### src/gcp_defines.vh
// Constants shared by the common command parser and its state memory
`ifndef GCP_DEFINES_VH
`define GCP_DEFINES_VH
// Widths
`define GCP_STATE_W 32
`define GCP_SLOTS 10
`define GCP_MAX_SLOT 32'h00000009
`define GCP_MAX_BYTE 32'h000000FF
`define GCP_HDR_MAX 3'h6
`define GCP_SFX_MAX 2'h3
// Characters
`define GCP_CH_LF 8'h0A
`define GCP_CH_SEMI 8'h3B
`define GCP_CH_SP 8'h20
`define GCP_CH_COMMA 8'h2C
`define GCP_CH_DOT 8'h2E
`define GCP_CH_STAR 8'h2A
`define GCP_CH_QM 8'h3F
`define GCP_CH_0 8'h30
`define GCP_CH_9 8'h39
`define GCP_CH_A 8'h41
`define GCP_CH_Z 8'h5A
`define GCP_CH_LA 8'h61
`define GCP_CH_LZ 8'h7A
`define GCP_CASE_BIT 5
// Common command headers, right aligned
`define GCP_H_IDNQ 48'h002A49444E3F
`define GCP_H_RST 48'h00002A525354
`define GCP_H_TSTQ 48'h002A5453543F
`define GCP_H_OPC 48'h00002A4F5043
`define GCP_H_OPCQ 48'h002A4F50433F
`define GCP_H_WAI 48'h00002A574149
`define GCP_H_CLS 48'h00002A434C53
`define GCP_H_ESE 48'h00002A455345
`define GCP_H_ESEQ 48'h002A4553453F
`define GCP_H_ESRQ 48'h002A4553523F
`define GCP_H_SRE 48'h00002A535245
`define GCP_H_SREQ 48'h002A5352453F
`define GCP_H_STBQ 48'h002A5354423F
`define GCP_H_TRG 48'h00002A545247
`define GCP_H_RCL 48'h00002A52434C
`define GCP_H_SAV 48'h00002A534156
// Suffix codes, right aligned, upper case
`define GCP_S_GHZ 24'h47485A
`define GCP_S_G 24'h000047
`define GCP_S_MHZ 24'h4D485A
`define GCP_S_MA 24'h004D41
`define GCP_S_KHZ 24'h4B485A
`define GCP_S_K 24'h00004B
`define GCP_S_HZ 24'h00485A
`define GCP_S_NONE 24'h000000
`define GCP_S_S 24'h000053
`define GCP_S_MS 24'h004D53
`define GCP_S_M 24'h00004D
`define GCP_S_US 24'h005553
`define GCP_S_U 24'h000055
`define GCP_S_NS 24'h004E53
`define GCP_S_N 24'h00004E
// Decimal exponents of the suffixes
`define GCP_EXP_9 6'h09
`define GCP_EXP_6 6'h06
`define GCP_EXP_3 6'h03
`define GCP_EXP_0 6'h00
// Unit kinds
`define GCP_U_NONE 2'h0
`define GCP_U_HZ 2'h1
`define GCP_U_NS 2'h2
// Event status bits
`define GCP_ESR_OPC 0
`define GCP_ESR_EXE 4
`define GCP_ESR_CME 5
`define GCP_ESR_RESET 8'h80
// Status byte bits
`define GCP_STB_END 0
`define GCP_STB_ERR 1
`define GCP_STB_MAV 4
`define GCP_STB_ESB 5
`define GCP_STB_MSS 6
`define GCP_SRE_MASK 8'hBF
// Identify response prefix, arbitrary model and maker text "FC01,GEN0,0,"
`define GCP_IDN_PFX 96'h464330312C47454E302C302C
`define GCP_IDN_LEN 5'h0C
`endif

### src/gcp_parser.v
// Common command parser: messages in, responses out, status registers
`timescale 1ns/10ps
`include "gcp_defines.vh"
module gcp_parser #(
   parameter [15:0] FW_VERSION = 16'h0001
) (
   input wire clock,
   input wire resetn,
   input wire [7:0] rx_data,
   input wire rx_valid,
   output wire rx_ready,
   output reg [7:0] tx_data,
   output wire tx_valid,
   input wire tx_ready,
   input wire get_in,
   input wire ops_busy,
   input wire [14:0] tst_fail,
   input wire end_summary,
   input wire err_summary,
   input wire [`GCP_STATE_W-1:0] state_snapshot,
   output reg preset,
   output reg trigger,
   output reg clear_status,
   output reg state_load,
   output wire [`GCP_STATE_W-1:0] state_data,
   output reg dev_msg,
   output reg [47:0] dev_header,
   output reg [31:0] dev_value,
   output reg [1:0] dev_unit,
   output reg [7:0] event_status_reg,
   output reg [7:0] event_enable_reg,
   output reg [7:0] service_enable_reg,
   output wire [7:0] status_byte,
   output wire srq
);
   localparam [2:0] ST_HDR = 3'h0;
   localparam [2:0] ST_ARG = 3'h1;
   localparam [2:0] ST_SCALE = 3'h2;
   localparam [2:0] ST_EXEC = 3'h3;
   localparam [2:0] ST_WAIT = 3'h4;
   localparam [2:0] ST_RESP = 3'h5;
   localparam [2:0] ST_RCL = 3'h6;
   // Identify prefix held as a constant so that it can be indexed
   localparam [95:0] IDN_PFX = `GCP_IDN_PFX;

   reg [2:0] state;
   reg [47:0] hdr;
   reg [2:0] hdr_len;
   reg [23:0] sfx;
   reg [1:0] sfx_len;
   reg [31:0] mant;
   reg [5:0] frac;
   reg seen_dot;
   reg has_num;
   reg bad;
   reg [5:0] exp_adj;
   reg [1:0] unit;
   reg wait_resp;
   reg opc_pend;
   reg cme_pulse;
   reg resp_idn;
   reg [15:0] resp_num;
   reg [4:0] resp_pos;
   reg tx_full;
   reg [7:0] ch;
   reg [5:0] sfx_exp;
   reg [1:0] sfx_unit;
   reg sfx_bad;
   reg [7:0] next_char;
   reg [2:0] nd;
   reg [4:0] pfx_len;
   reg [4:0] k;
   reg [2:0] di;
   wire [19:0] digv;
   wire take;
   wire is_dig;
   wire is_alpha;
   wire is_term;
   wire is_exec;
   wire esr_clr;
   wire exec_cme;
   wire exec_exe;
   wire opc_set;
   wire mav;
   wire event_summary_bit;
   wire [7:0] stb_low;

   assign rx_ready = (state == ST_HDR) || (state == ST_ARG);
   assign take = rx_valid && rx_ready;
   assign tx_valid = (state == ST_RESP) && tx_full;

   // Fold lower case onto upper case before any matching
   always @* begin
      ch = rx_data;
      if (rx_data >= `GCP_CH_LA && rx_data <= `GCP_CH_LZ) begin
         ch[`GCP_CASE_BIT] = 1'b0;
      end
   end

   assign is_dig = (ch >= `GCP_CH_0) && (ch <= `GCP_CH_9);
   assign is_alpha = (ch >= `GCP_CH_A) && (ch <= `GCP_CH_Z);
   assign is_term = (ch == `GCP_CH_LF) || (ch == `GCP_CH_SEMI);

   // Suffix decode: exponent to integer hertz or nanoseconds
   always @* begin
      sfx_bad = 1'b0;
      sfx_exp = `GCP_EXP_0;
      sfx_unit = `GCP_U_NONE;
      case (sfx)
         `GCP_S_GHZ, `GCP_S_G: begin
            sfx_exp = `GCP_EXP_9;
            sfx_unit = `GCP_U_HZ;
         end
         `GCP_S_MHZ, `GCP_S_MA: begin
            sfx_exp = `GCP_EXP_6;
            sfx_unit = `GCP_U_HZ;
         end
         `GCP_S_KHZ, `GCP_S_K: begin
            sfx_exp = `GCP_EXP_3;
            sfx_unit = `GCP_U_HZ;
         end
         `GCP_S_HZ: sfx_unit = `GCP_U_HZ;
         `GCP_S_NONE: sfx_unit = `GCP_U_NONE;
         `GCP_S_S: begin
            sfx_exp = `GCP_EXP_9;
            sfx_unit = `GCP_U_NS;
         end
         `GCP_S_MS, `GCP_S_M: begin
            sfx_exp = `GCP_EXP_6;
            sfx_unit = `GCP_U_NS;
         end
         `GCP_S_US, `GCP_S_U: begin
            sfx_exp = `GCP_EXP_3;
            sfx_unit = `GCP_U_NS;
         end
         `GCP_S_NS, `GCP_S_N: sfx_unit = `GCP_U_NS;
         default: sfx_bad = 1'b1;
      endcase
   end

   // Decimal digits of the response number
   genvar gi;
   generate
      for (gi = 0; gi < 5; gi = gi + 1) begin : g_dig
         localparam [15:0] POW = 10 ** gi;
         wire [15:0] quo = resp_num / POW;
         wire [15:0] rem = quo % 16'h000A;
         assign digv[gi*4 +: 4] = rem[3:0];
      end
   endgenerate

   // Next response character: prefix, digits without leading zeros, LF
   always @* begin
      if (resp_num >= 16'h2710)
         nd = 3'h5;
      else if (resp_num >= 16'h03E8)
         nd = 3'h4;
      else if (resp_num >= 16'h0064)
         nd = 3'h3;
      else if (resp_num >= 16'h000A)
         nd = 3'h2;
      else
         nd = 3'h1;
      pfx_len = resp_idn ? `GCP_IDN_LEN : 5'h00;
      k = resp_pos - pfx_len;
      di = nd - 3'h1 - k[2:0];
      if (resp_pos < pfx_len) begin
         next_char = IDN_PFX[(`GCP_IDN_LEN - 5'h01 - resp_pos) * 8 +: 8];
      end else if (k < {2'h0, nd}) begin
         next_char = `GCP_CH_0 + {4'h0, digv[di*4 +: 4]};
      end else begin
         next_char = `GCP_CH_LF;
      end
   end

   // Command decode in the execute cycle
   assign is_exec = (state == ST_EXEC) && !bad;
   assign esr_clr = is_exec && (hdr == `GCP_H_CLS || hdr == `GCP_H_ESRQ);
   assign exec_cme = (state == ST_EXEC) && (bad ||
      (hdr_is_star(hdr) && !known(hdr)));
   assign exec_exe = is_exec && (((hdr == `GCP_H_ESE || hdr == `GCP_H_SRE)
      && (!has_num || mant > `GCP_MAX_BYTE)) ||
      ((hdr == `GCP_H_SAV || hdr == `GCP_H_RCL) &&
      (!has_num || mant > `GCP_MAX_SLOT)));
   assign opc_set = opc_pend && !ops_busy;

   // Star in the leading position of a right-aligned header of four to six characters
   function hdr_is_star;
      input [47:0] h;
      begin
         hdr_is_star = (h[47:40] == `GCP_CH_STAR) ||
            (h[39:32] == `GCP_CH_STAR && h[47:40] == 8'h00) ||
            (h[31:24] == `GCP_CH_STAR && h[47:32] == 16'h0000);
      end
   endfunction

   function known;
      input [47:0] h;
      begin
         case (h)
            `GCP_H_IDNQ, `GCP_H_RST, `GCP_H_TSTQ, `GCP_H_OPC, `GCP_H_OPCQ,
            `GCP_H_WAI, `GCP_H_CLS, `GCP_H_ESE, `GCP_H_ESEQ, `GCP_H_ESRQ,
            `GCP_H_SRE, `GCP_H_SREQ, `GCP_H_STBQ, `GCP_H_TRG, `GCP_H_RCL,
            `GCP_H_SAV: known = 1'b1;
            default: known = 1'b0;
         endcase
      end
   endfunction

   // Event status register; an event in the clearing cycle survives
   always @(posedge clock or negedge resetn) begin
      if (!resetn) begin
         event_status_reg <= `GCP_ESR_RESET;
      end else begin
         event_status_reg <= (esr_clr ? 8'h00 : event_status_reg) |
            ({7'h00, opc_set} << `GCP_ESR_OPC) |
            ({7'h00, exec_exe} << `GCP_ESR_EXE) |
            ({7'h00, exec_cme | cme_pulse} << `GCP_ESR_CME);
      end
   end

   // Status byte and service request
   assign mav = (state == ST_RESP);
   assign event_summary_bit = |(event_status_reg & event_enable_reg);
   assign stb_low = ({7'h00, end_summary} << `GCP_STB_END) |
      ({7'h00, err_summary} << `GCP_STB_ERR) |
      ({7'h00, mav} << `GCP_STB_MAV) | ({7'h00, event_summary_bit} << `GCP_STB_ESB);
   assign srq = |(stb_low & service_enable_reg & `GCP_SRE_MASK);
   assign status_byte = stb_low | ({7'h00, srq} << `GCP_STB_MSS);

   // Saved state memory
   gcp_state_mem gcp_state_mem_inst (
      .clock(clock),
      .wr_en(is_exec && !exec_exe && hdr == `GCP_H_SAV),
      .wr_addr(mant[3:0]),
      .wr_data(state_snapshot),
      .rd_en(is_exec && !exec_exe && hdr == `GCP_H_RCL),
      .rd_addr(mant[3:0]),
      .rd_data(state_data)
   );

   // Parser, scaler, executor and response sender
   always @(posedge clock or negedge resetn) begin
      if (!resetn) begin
         state <= ST_HDR;
         hdr <= 48'h000000000000;
         hdr_len <= 3'h0;
         sfx <= 24'h000000;
         sfx_len <= 2'h0;
         mant <= 32'h00000000;
         frac <= 6'h00;
         seen_dot <= 1'b0;
         has_num <= 1'b0;
         bad <= 1'b0;
         exp_adj <= 6'h00;
         unit <= `GCP_U_NONE;
         wait_resp <= 1'b0;
         opc_pend <= 1'b0;
         cme_pulse <= 1'b0;
         resp_idn <= 1'b0;
         resp_num <= 16'h0000;
         resp_pos <= 5'h00;
         tx_full <= 1'b0;
         tx_data <= 8'h00;
         preset <= 1'b0;
         trigger <= 1'b0;
         clear_status <= 1'b0;
         state_load <= 1'b0;
         dev_msg <= 1'b0;
         dev_header <= 48'h000000000000;
         dev_value <= 32'h00000000;
         dev_unit <= `GCP_U_NONE;
         event_enable_reg <= 8'h00;
         service_enable_reg <= 8'h00;
      end else begin
         preset <= 1'b0;
         trigger <= 1'b0;
         clear_status <= 1'b0;
         state_load <= 1'b0;
         dev_msg <= 1'b0;
         cme_pulse <= 1'b0;
         if (opc_set) begin
            opc_pend <= 1'b0;
         end
         if (get_in) begin
            if (state == ST_HDR && hdr_len == 3'h0) begin
               trigger <= 1'b1;
            end else if (rx_ready) begin
               cme_pulse <= 1'b1;
               state <= ST_HDR;
               hdr <= 48'h000000000000;
               hdr_len <= 3'h0;
            end
         end else begin
            case (state)
               ST_HDR: if (take) begin
                  sfx <= 24'h000000;
                  sfx_len <= 2'h0;
                  mant <= 32'h00000000;
                  frac <= 6'h00;
                  seen_dot <= 1'b0;
                  has_num <= 1'b0;
                  if (is_term) begin
                     if (hdr_len != 3'h0) begin
                        exp_adj <= 6'h00;
                        unit <= `GCP_U_NONE;
                        state <= ST_EXEC;
                     end
                  end else if (ch == `GCP_CH_SP) begin
                     if (hdr_len != 3'h0) begin
                        state <= ST_ARG;
                     end
                  end else begin
                     if (hdr_len == 3'h0) begin
                        bad <= 1'b0;
                     end
                     if (hdr_len == `GCP_HDR_MAX || !(is_alpha ||
                        ch == `GCP_CH_STAR || ch == `GCP_CH_QM)) begin
                        bad <= 1'b1;
                     end else begin
                        hdr_len <= hdr_len + 3'h1;
                     end
                     hdr <= {hdr[39:0], ch};
                  end
               end
               ST_ARG: if (take) begin
                  if (is_term) begin
                     exp_adj <= sfx_exp - frac;
                     unit <= sfx_unit;
                     if (sfx_bad) begin
                        bad <= 1'b1;
                     end
                     state <= ST_SCALE;
                  end else if (is_dig && sfx_len == 2'h0) begin
                     mant <= mant * 32'h0000000A + {24'h000000, ch - `GCP_CH_0};
                     has_num <= 1'b1;
                     if (seen_dot) begin
                        frac <= frac + 6'h01;
                     end
                  end else if (ch == `GCP_CH_DOT && !seen_dot) begin
                     seen_dot <= 1'b1;
                  end else if (is_alpha && sfx_len != `GCP_SFX_MAX) begin
                     sfx <= {sfx[15:0], ch};
                     sfx_len <= sfx_len + 2'h1;
                  end else if (ch != `GCP_CH_SP && ch != `GCP_CH_COMMA) begin
                     bad <= 1'b1;
                  end
               end
               ST_SCALE: begin
                  if (exp_adj == 6'h00) begin
                     state <= ST_EXEC;
                  end else if (exp_adj[5]) begin
                     mant <= mant / 32'h0000000A;
                     exp_adj <= exp_adj + 6'h01;
                  end else begin
                     mant <= mant * 32'h0000000A;
                     exp_adj <= exp_adj - 6'h01;
                  end
               end
               ST_EXEC: begin
                  state <= ST_HDR;
                  hdr_len <= 3'h0;
                  hdr <= 48'h000000000000;
                  resp_idn <= 1'b0;
                  resp_pos <= 5'h00;
                  tx_full <= 1'b0;
                  if (!bad && !exec_exe) begin
                     case (hdr)
                        `GCP_H_IDNQ: begin
                           resp_idn <= 1'b1;
                           resp_num <= FW_VERSION;
                           state <= ST_RESP;
                        end
                        `GCP_H_RST: preset <= 1'b1;
                        `GCP_H_TSTQ: begin
                           resp_num <= {1'b0, tst_fail};
                           state <= ST_RESP;
                        end
                        `GCP_H_OPC: opc_pend <= 1'b1;
                        `GCP_H_OPCQ: begin
                           wait_resp <= 1'b1;
                           state <= ST_WAIT;
                        end
                        `GCP_H_WAI: begin
                           wait_resp <= 1'b0;
                           state <= ST_WAIT;
                        end
                        `GCP_H_CLS: begin
                           opc_pend <= 1'b0;
                           clear_status <= 1'b1;
                        end
                        `GCP_H_ESE: event_enable_reg <= mant[7:0];
                        `GCP_H_SRE: service_enable_reg <= mant[7:0];
                        `GCP_H_ESEQ, `GCP_H_ESRQ, `GCP_H_SREQ, `GCP_H_STBQ: begin
                           state <= ST_RESP;
                           if (hdr == `GCP_H_ESEQ)
                              resp_num <= {8'h00, event_enable_reg};
                           else if (hdr == `GCP_H_ESRQ)
                              resp_num <= {8'h00, event_status_reg};
                           else if (hdr == `GCP_H_SREQ)
                              resp_num <= {8'h00, service_enable_reg};
                           else
                              resp_num <= {8'h00, status_byte};
                        end
                        `GCP_H_TRG: trigger <= 1'b1;
                        `GCP_H_RCL: state <= ST_RCL;
                        `GCP_H_SAV: state <= ST_HDR;
                        default: if (!hdr_is_star(hdr)) begin
                           dev_msg <= 1'b1;
                           dev_header <= hdr;
                           dev_value <= mant;
                           dev_unit <= unit;
                        end
                     endcase
                  end
               end
               ST_WAIT: if (!ops_busy) begin
                  if (wait_resp) begin
                     resp_num <= 16'h0001;
                     state <= ST_RESP;
                  end else begin
                     state <= ST_HDR;
                  end
               end
               ST_RESP: begin
                  if (!tx_full) begin
                     tx_data <= next_char;
                     tx_full <= 1'b1;
                  end else if (tx_ready) begin
                     tx_full <= 1'b0;
                     resp_pos <= resp_pos + 5'h01;
                     if (tx_data == `GCP_CH_LF) begin
                        state <= ST_HDR;
                     end
                  end
               end
               ST_RCL: begin
                  state_load <= 1'b1;
                  state <= ST_HDR;
               end
               default: state <= ST_HDR;
            endcase
         end
      end
   end
endmodule // gcp_parser

### src/gcp_state_mem.v
// Ten-slot memory of saved device states with registered read data
`timescale 1ns/10ps
`include "gcp_defines.vh"
module gcp_state_mem (
   input wire clock,
   input wire wr_en,
   input wire [3:0] wr_addr,
   input wire [`GCP_STATE_W-1:0] wr_data,
   input wire rd_en,
   input wire [3:0] rd_addr,
   output reg [`GCP_STATE_W-1:0] rd_data
);
   reg [`GCP_STATE_W-1:0] mem [0:`GCP_SLOTS-1];

   // Write and registered read
   always @(posedge clock) begin
      if (wr_en) begin
         mem[wr_addr] <= wr_data;
      end
      if (rd_en) begin
         rd_data <= mem[rd_addr];
      end
   end
endmodule // gcp_state_mem
### config.mk
export PLATFORM = sky130hd
export DESIGN_NAME = gcp_parser
export DESIGN_NICKNAME = d
export VERILOG_FILES = /design/src/gcp_parser.v /design/src/gcp_state_mem.v
export VERILOG_INCLUDE_DIRS = /design/src
export SDC_FILE = /design/constraint.sdc
export NUM_CORES = 1
export LEC_CHECK = 0
export BUFFER_PORTS_ARGS = -buffer_cell sky130_fd_sc_hd__buf_2
export CORE_MARGIN = 10
export CORE_UTILIZATION = 65
export CTS_CLUSTER_DIAMETER = 50
export CTS_CLUSTER_SIZE = 8
export DETAILED_ROUTE_END_ITERATION = 12
export PLACE_DENSITY = 0.85
export SLEW_MARGIN = 30
export SYNTH_ARGS = -nofsm -noshare
export SYNTH_HDL_FRONTEND = slang
export SYNTH_SLANG_ARGS = --single-unit
### constraint.sdc
create_clock -name clock -period 14.9 [get_ports clock]
set_input_delay 2.98 -clock clock [delete_from_list [all_inputs] [get_ports clock]]
set_output_delay 2.98 -clock clock [all_outputs]
set_load 0.005 [all_outputs]
==> flow_summary.yaml <==
global_route:
  grt_max_degree: 98
  grt_overflow: 0
  track_usage_pct: 30.8
  grt_pass1_wl_um: 167000
  antenna_found_initial: 10
  grt_pass1_vias: 29400
placed_design:
  place_congestion: 0.940
  dp_hpwl_um: 64800
  port_buffers: 216
outcome:
  status: "finished clean"
timing:
  relSlewSlack_pct: 30.4
  worst_slew_pin_slew_ns: 1.04
  setup-tns-final_ns: 0
  setup_violations: 0
  fin_skew_ns: 0.0549
  post-route-min-period_ns: 12.20
  hold_viol_final: 0
  timing.fmax_mhz: 81.9
  finalCritPeriodShare_pct: 81.9
  rsz0062_at_grt: "no"
  slew_violations: 0
finish:
  largest_reg_flops: 320
  area_delta_synth_final_pct: 12.0
  final_nets: 3879
  regMostFlops: "gcp_state_mem_inst.mem"
  fin_util_pct: 73.4
  reg_top3: "gcp_state_mem_inst.mem: 320 flops, dev_header: 48 flops, hdr: 48 flops"
  drive_above_1_share_pct: 17.8
floorplan:
  initial_utilization_pct: 65.5
  dieWidth_um: 258
  fp-row-count: 87
  io_pins: 225
  coreArea_um2: 56400
  die_y_um: 258
  die-area_um2: 66800
critical_path:
  cp.required_ns: 15.40
  max_stage_delay_ns: 0.83
  path_class: "flip-flop to flip-flop"
  arrival_ns: 12.70
  worst_path_max_delay_cell: "a2111oi_4"
  setup.worst_path.start_class: "flip-flop"
  cp_max_fo: 25
  crit_top_cell: "or4b_1"
  crit_path_end_kind: "flip-flop"
synthesis:
  synth_area_leaders: "edfxtp_1 29%, dfrtp_1 18%, mux4_2 4.1%"
  async_flop_share_pct: 43.2
  post-synth-top-area-fraction_pct: 28.6
  synth_cells: 3591
  ys_ff_latch: 620
  syn_area_per_cell_um2: 10.3
  synth_common_cells: "385 x nand2_1, 352 x edfxtp_1, 277 x nor2_1"
  synth_edf_count: 352
  ys_warn_count: 0
  seq_area_frac_synth_pct: 46.8
  yosysMostFrequentCell: "nand2_1"
  netlist_area_um2: 36900
  synth_ff_type: "edfxtp_1"
  yosysTopAreaCell: "edfxtp_1"
  ys_types: 130
hold_path:
  hold_class: "flip-flop to flip-flop"
clocking:
  cts_tree: "yes"
  clk_pin_slew_ns: 0.05
  clock_sinks: 620
  cts_resized: 0
  clock_path_buffers: 3
  clock_latency_ns: 0.67
  cts-root-buf: "clkbuf_16"
  cts_setup_buffers: 0
  cts_buffers: 95
  cts_max_level: 3
  hold_buffers: 0
route:
  drtIter0Drc: 3903
  viasPerCell: 6.76
  routed_wl_um: 105000
  post-route-drc-count: 0
  vias: 30600
  drtPass1Iterations: 6
  ant_nets: 0
  wire_per_inst_um: 23.3
run:
  maxCapViolCount: 0
==> cell usage in the layout, fill, tap and decap left out, drive strengths merged, types with 15 or more instances in the layout <==
master	netlist	final
or3	21	21
clkinv	14	26
mux2	105	105
nand4	26	26
o211ai	30	30
o31ai	27	27
a22oi	24	24
nand3	95	95
o22ai	22	22
xor2	32	32
mux4	67	67
nand2	386	386
nor2b	59	59
inv	108	110
a31oi	33	33
a21oi	223	223
dfrtp	267	267
and2	19	19
or2	17	17
and3	21	21
nand2b	27	27
nor2	281	281
nor3b	15	15
buf	59	262
ha	101	101
a211oi	64	64
o21ai	245	245
o21bai	16	16
mux2i	59	59
clkbuf	189	128
a221oi	21	21
xnor2	99	99
edfxtp	352	352
nor4	39	39
a21o	32	32
nor3	83	83
==> layer usage <==
metal / track usage, % / share of wire [%]
met5: 0 / 0.065
met4: 13.2 / 4.1
met3: 5.76 / 8.4
met2: 50.6 / 48
met1: 39.6 / 39
==> through the flow <==
stage,hold slack (ns),cell area (µm²),worst slack [ns],std cells
finish,0.458,41400,2.70,4518
global route,0.503,41400,1.87,4517
CTS,0.461,41400,2.93,4515
detailed placement,0.449,38400,3.10,4368
global placement,0.443,38400,3.30,4367
floorplan,0.420,37000,5.25,3598
==> critical path, delay by kind of cell, from the launching register on <==
kind                   cells  cell delay (ns)
AND/OR/NAND/NOR           14             4.36
buffers and inverters      1             0.20
XOR/XNOR                   1             0.22
flip-flops                 1             0.78
multiplexers               1             0.39
AO/OA/AOI/OAI             18             6.09
==> worst paths after layout <==
kind	start	endpoint	slack (ns)	cells past startpoint
min reg2reg	cme_pulse	event_status_reg[5]	0.46	2
max in group asynchronous	resetn	dev_value[22]	11.07	3
max reg2reg	mant[27]	mant[0]	2.70	35
max	mant[27]	mant[0]	2.70	35
min in group asynchronous	resetn	dev_header[10]	2.29	1
min	cme_pulse	event_status_reg[5]	0.46	2
==> cell type report <==
| cell class | count | area [µm²] |
|---|---|---|
| Inverter | 122 | 458 |
| Clock inverter | 19 | 364 |
| Sequential cell | 620 | 17300 |
| Multi-Input combinational cell | 2608 | 18300 |
| Antenna cell | 3 | 7.51 |
| Clock buffer | 128 | 2550 |
| Timing Repair Buffer | 262 | 1460 |
| Tap cell | 756 | 946 |
| Fill cell | 3843 | 15000 |
==> cell families (layout without fill, tap and decap cells) <==
kind of cell,after synthesis,in the layout,synth area share (%)
XOR/XNOR,131,131,3.15
buffers and inverters,370,531,4.16
AND/OR/NAND/NOR,1156,1156,15.2
adder cells (fa/ha/maj),119,119,4.07
other,1,11,0.0101
multiplexers,231,231,8.93
flip-flops,620,620,46.8
AO/OA/AOI/OAI,963,963,17.8
Power is left out: the tool's default activity adds up to more than one toggle a clock period on the data nets, which glitch-free logic cannot reach.
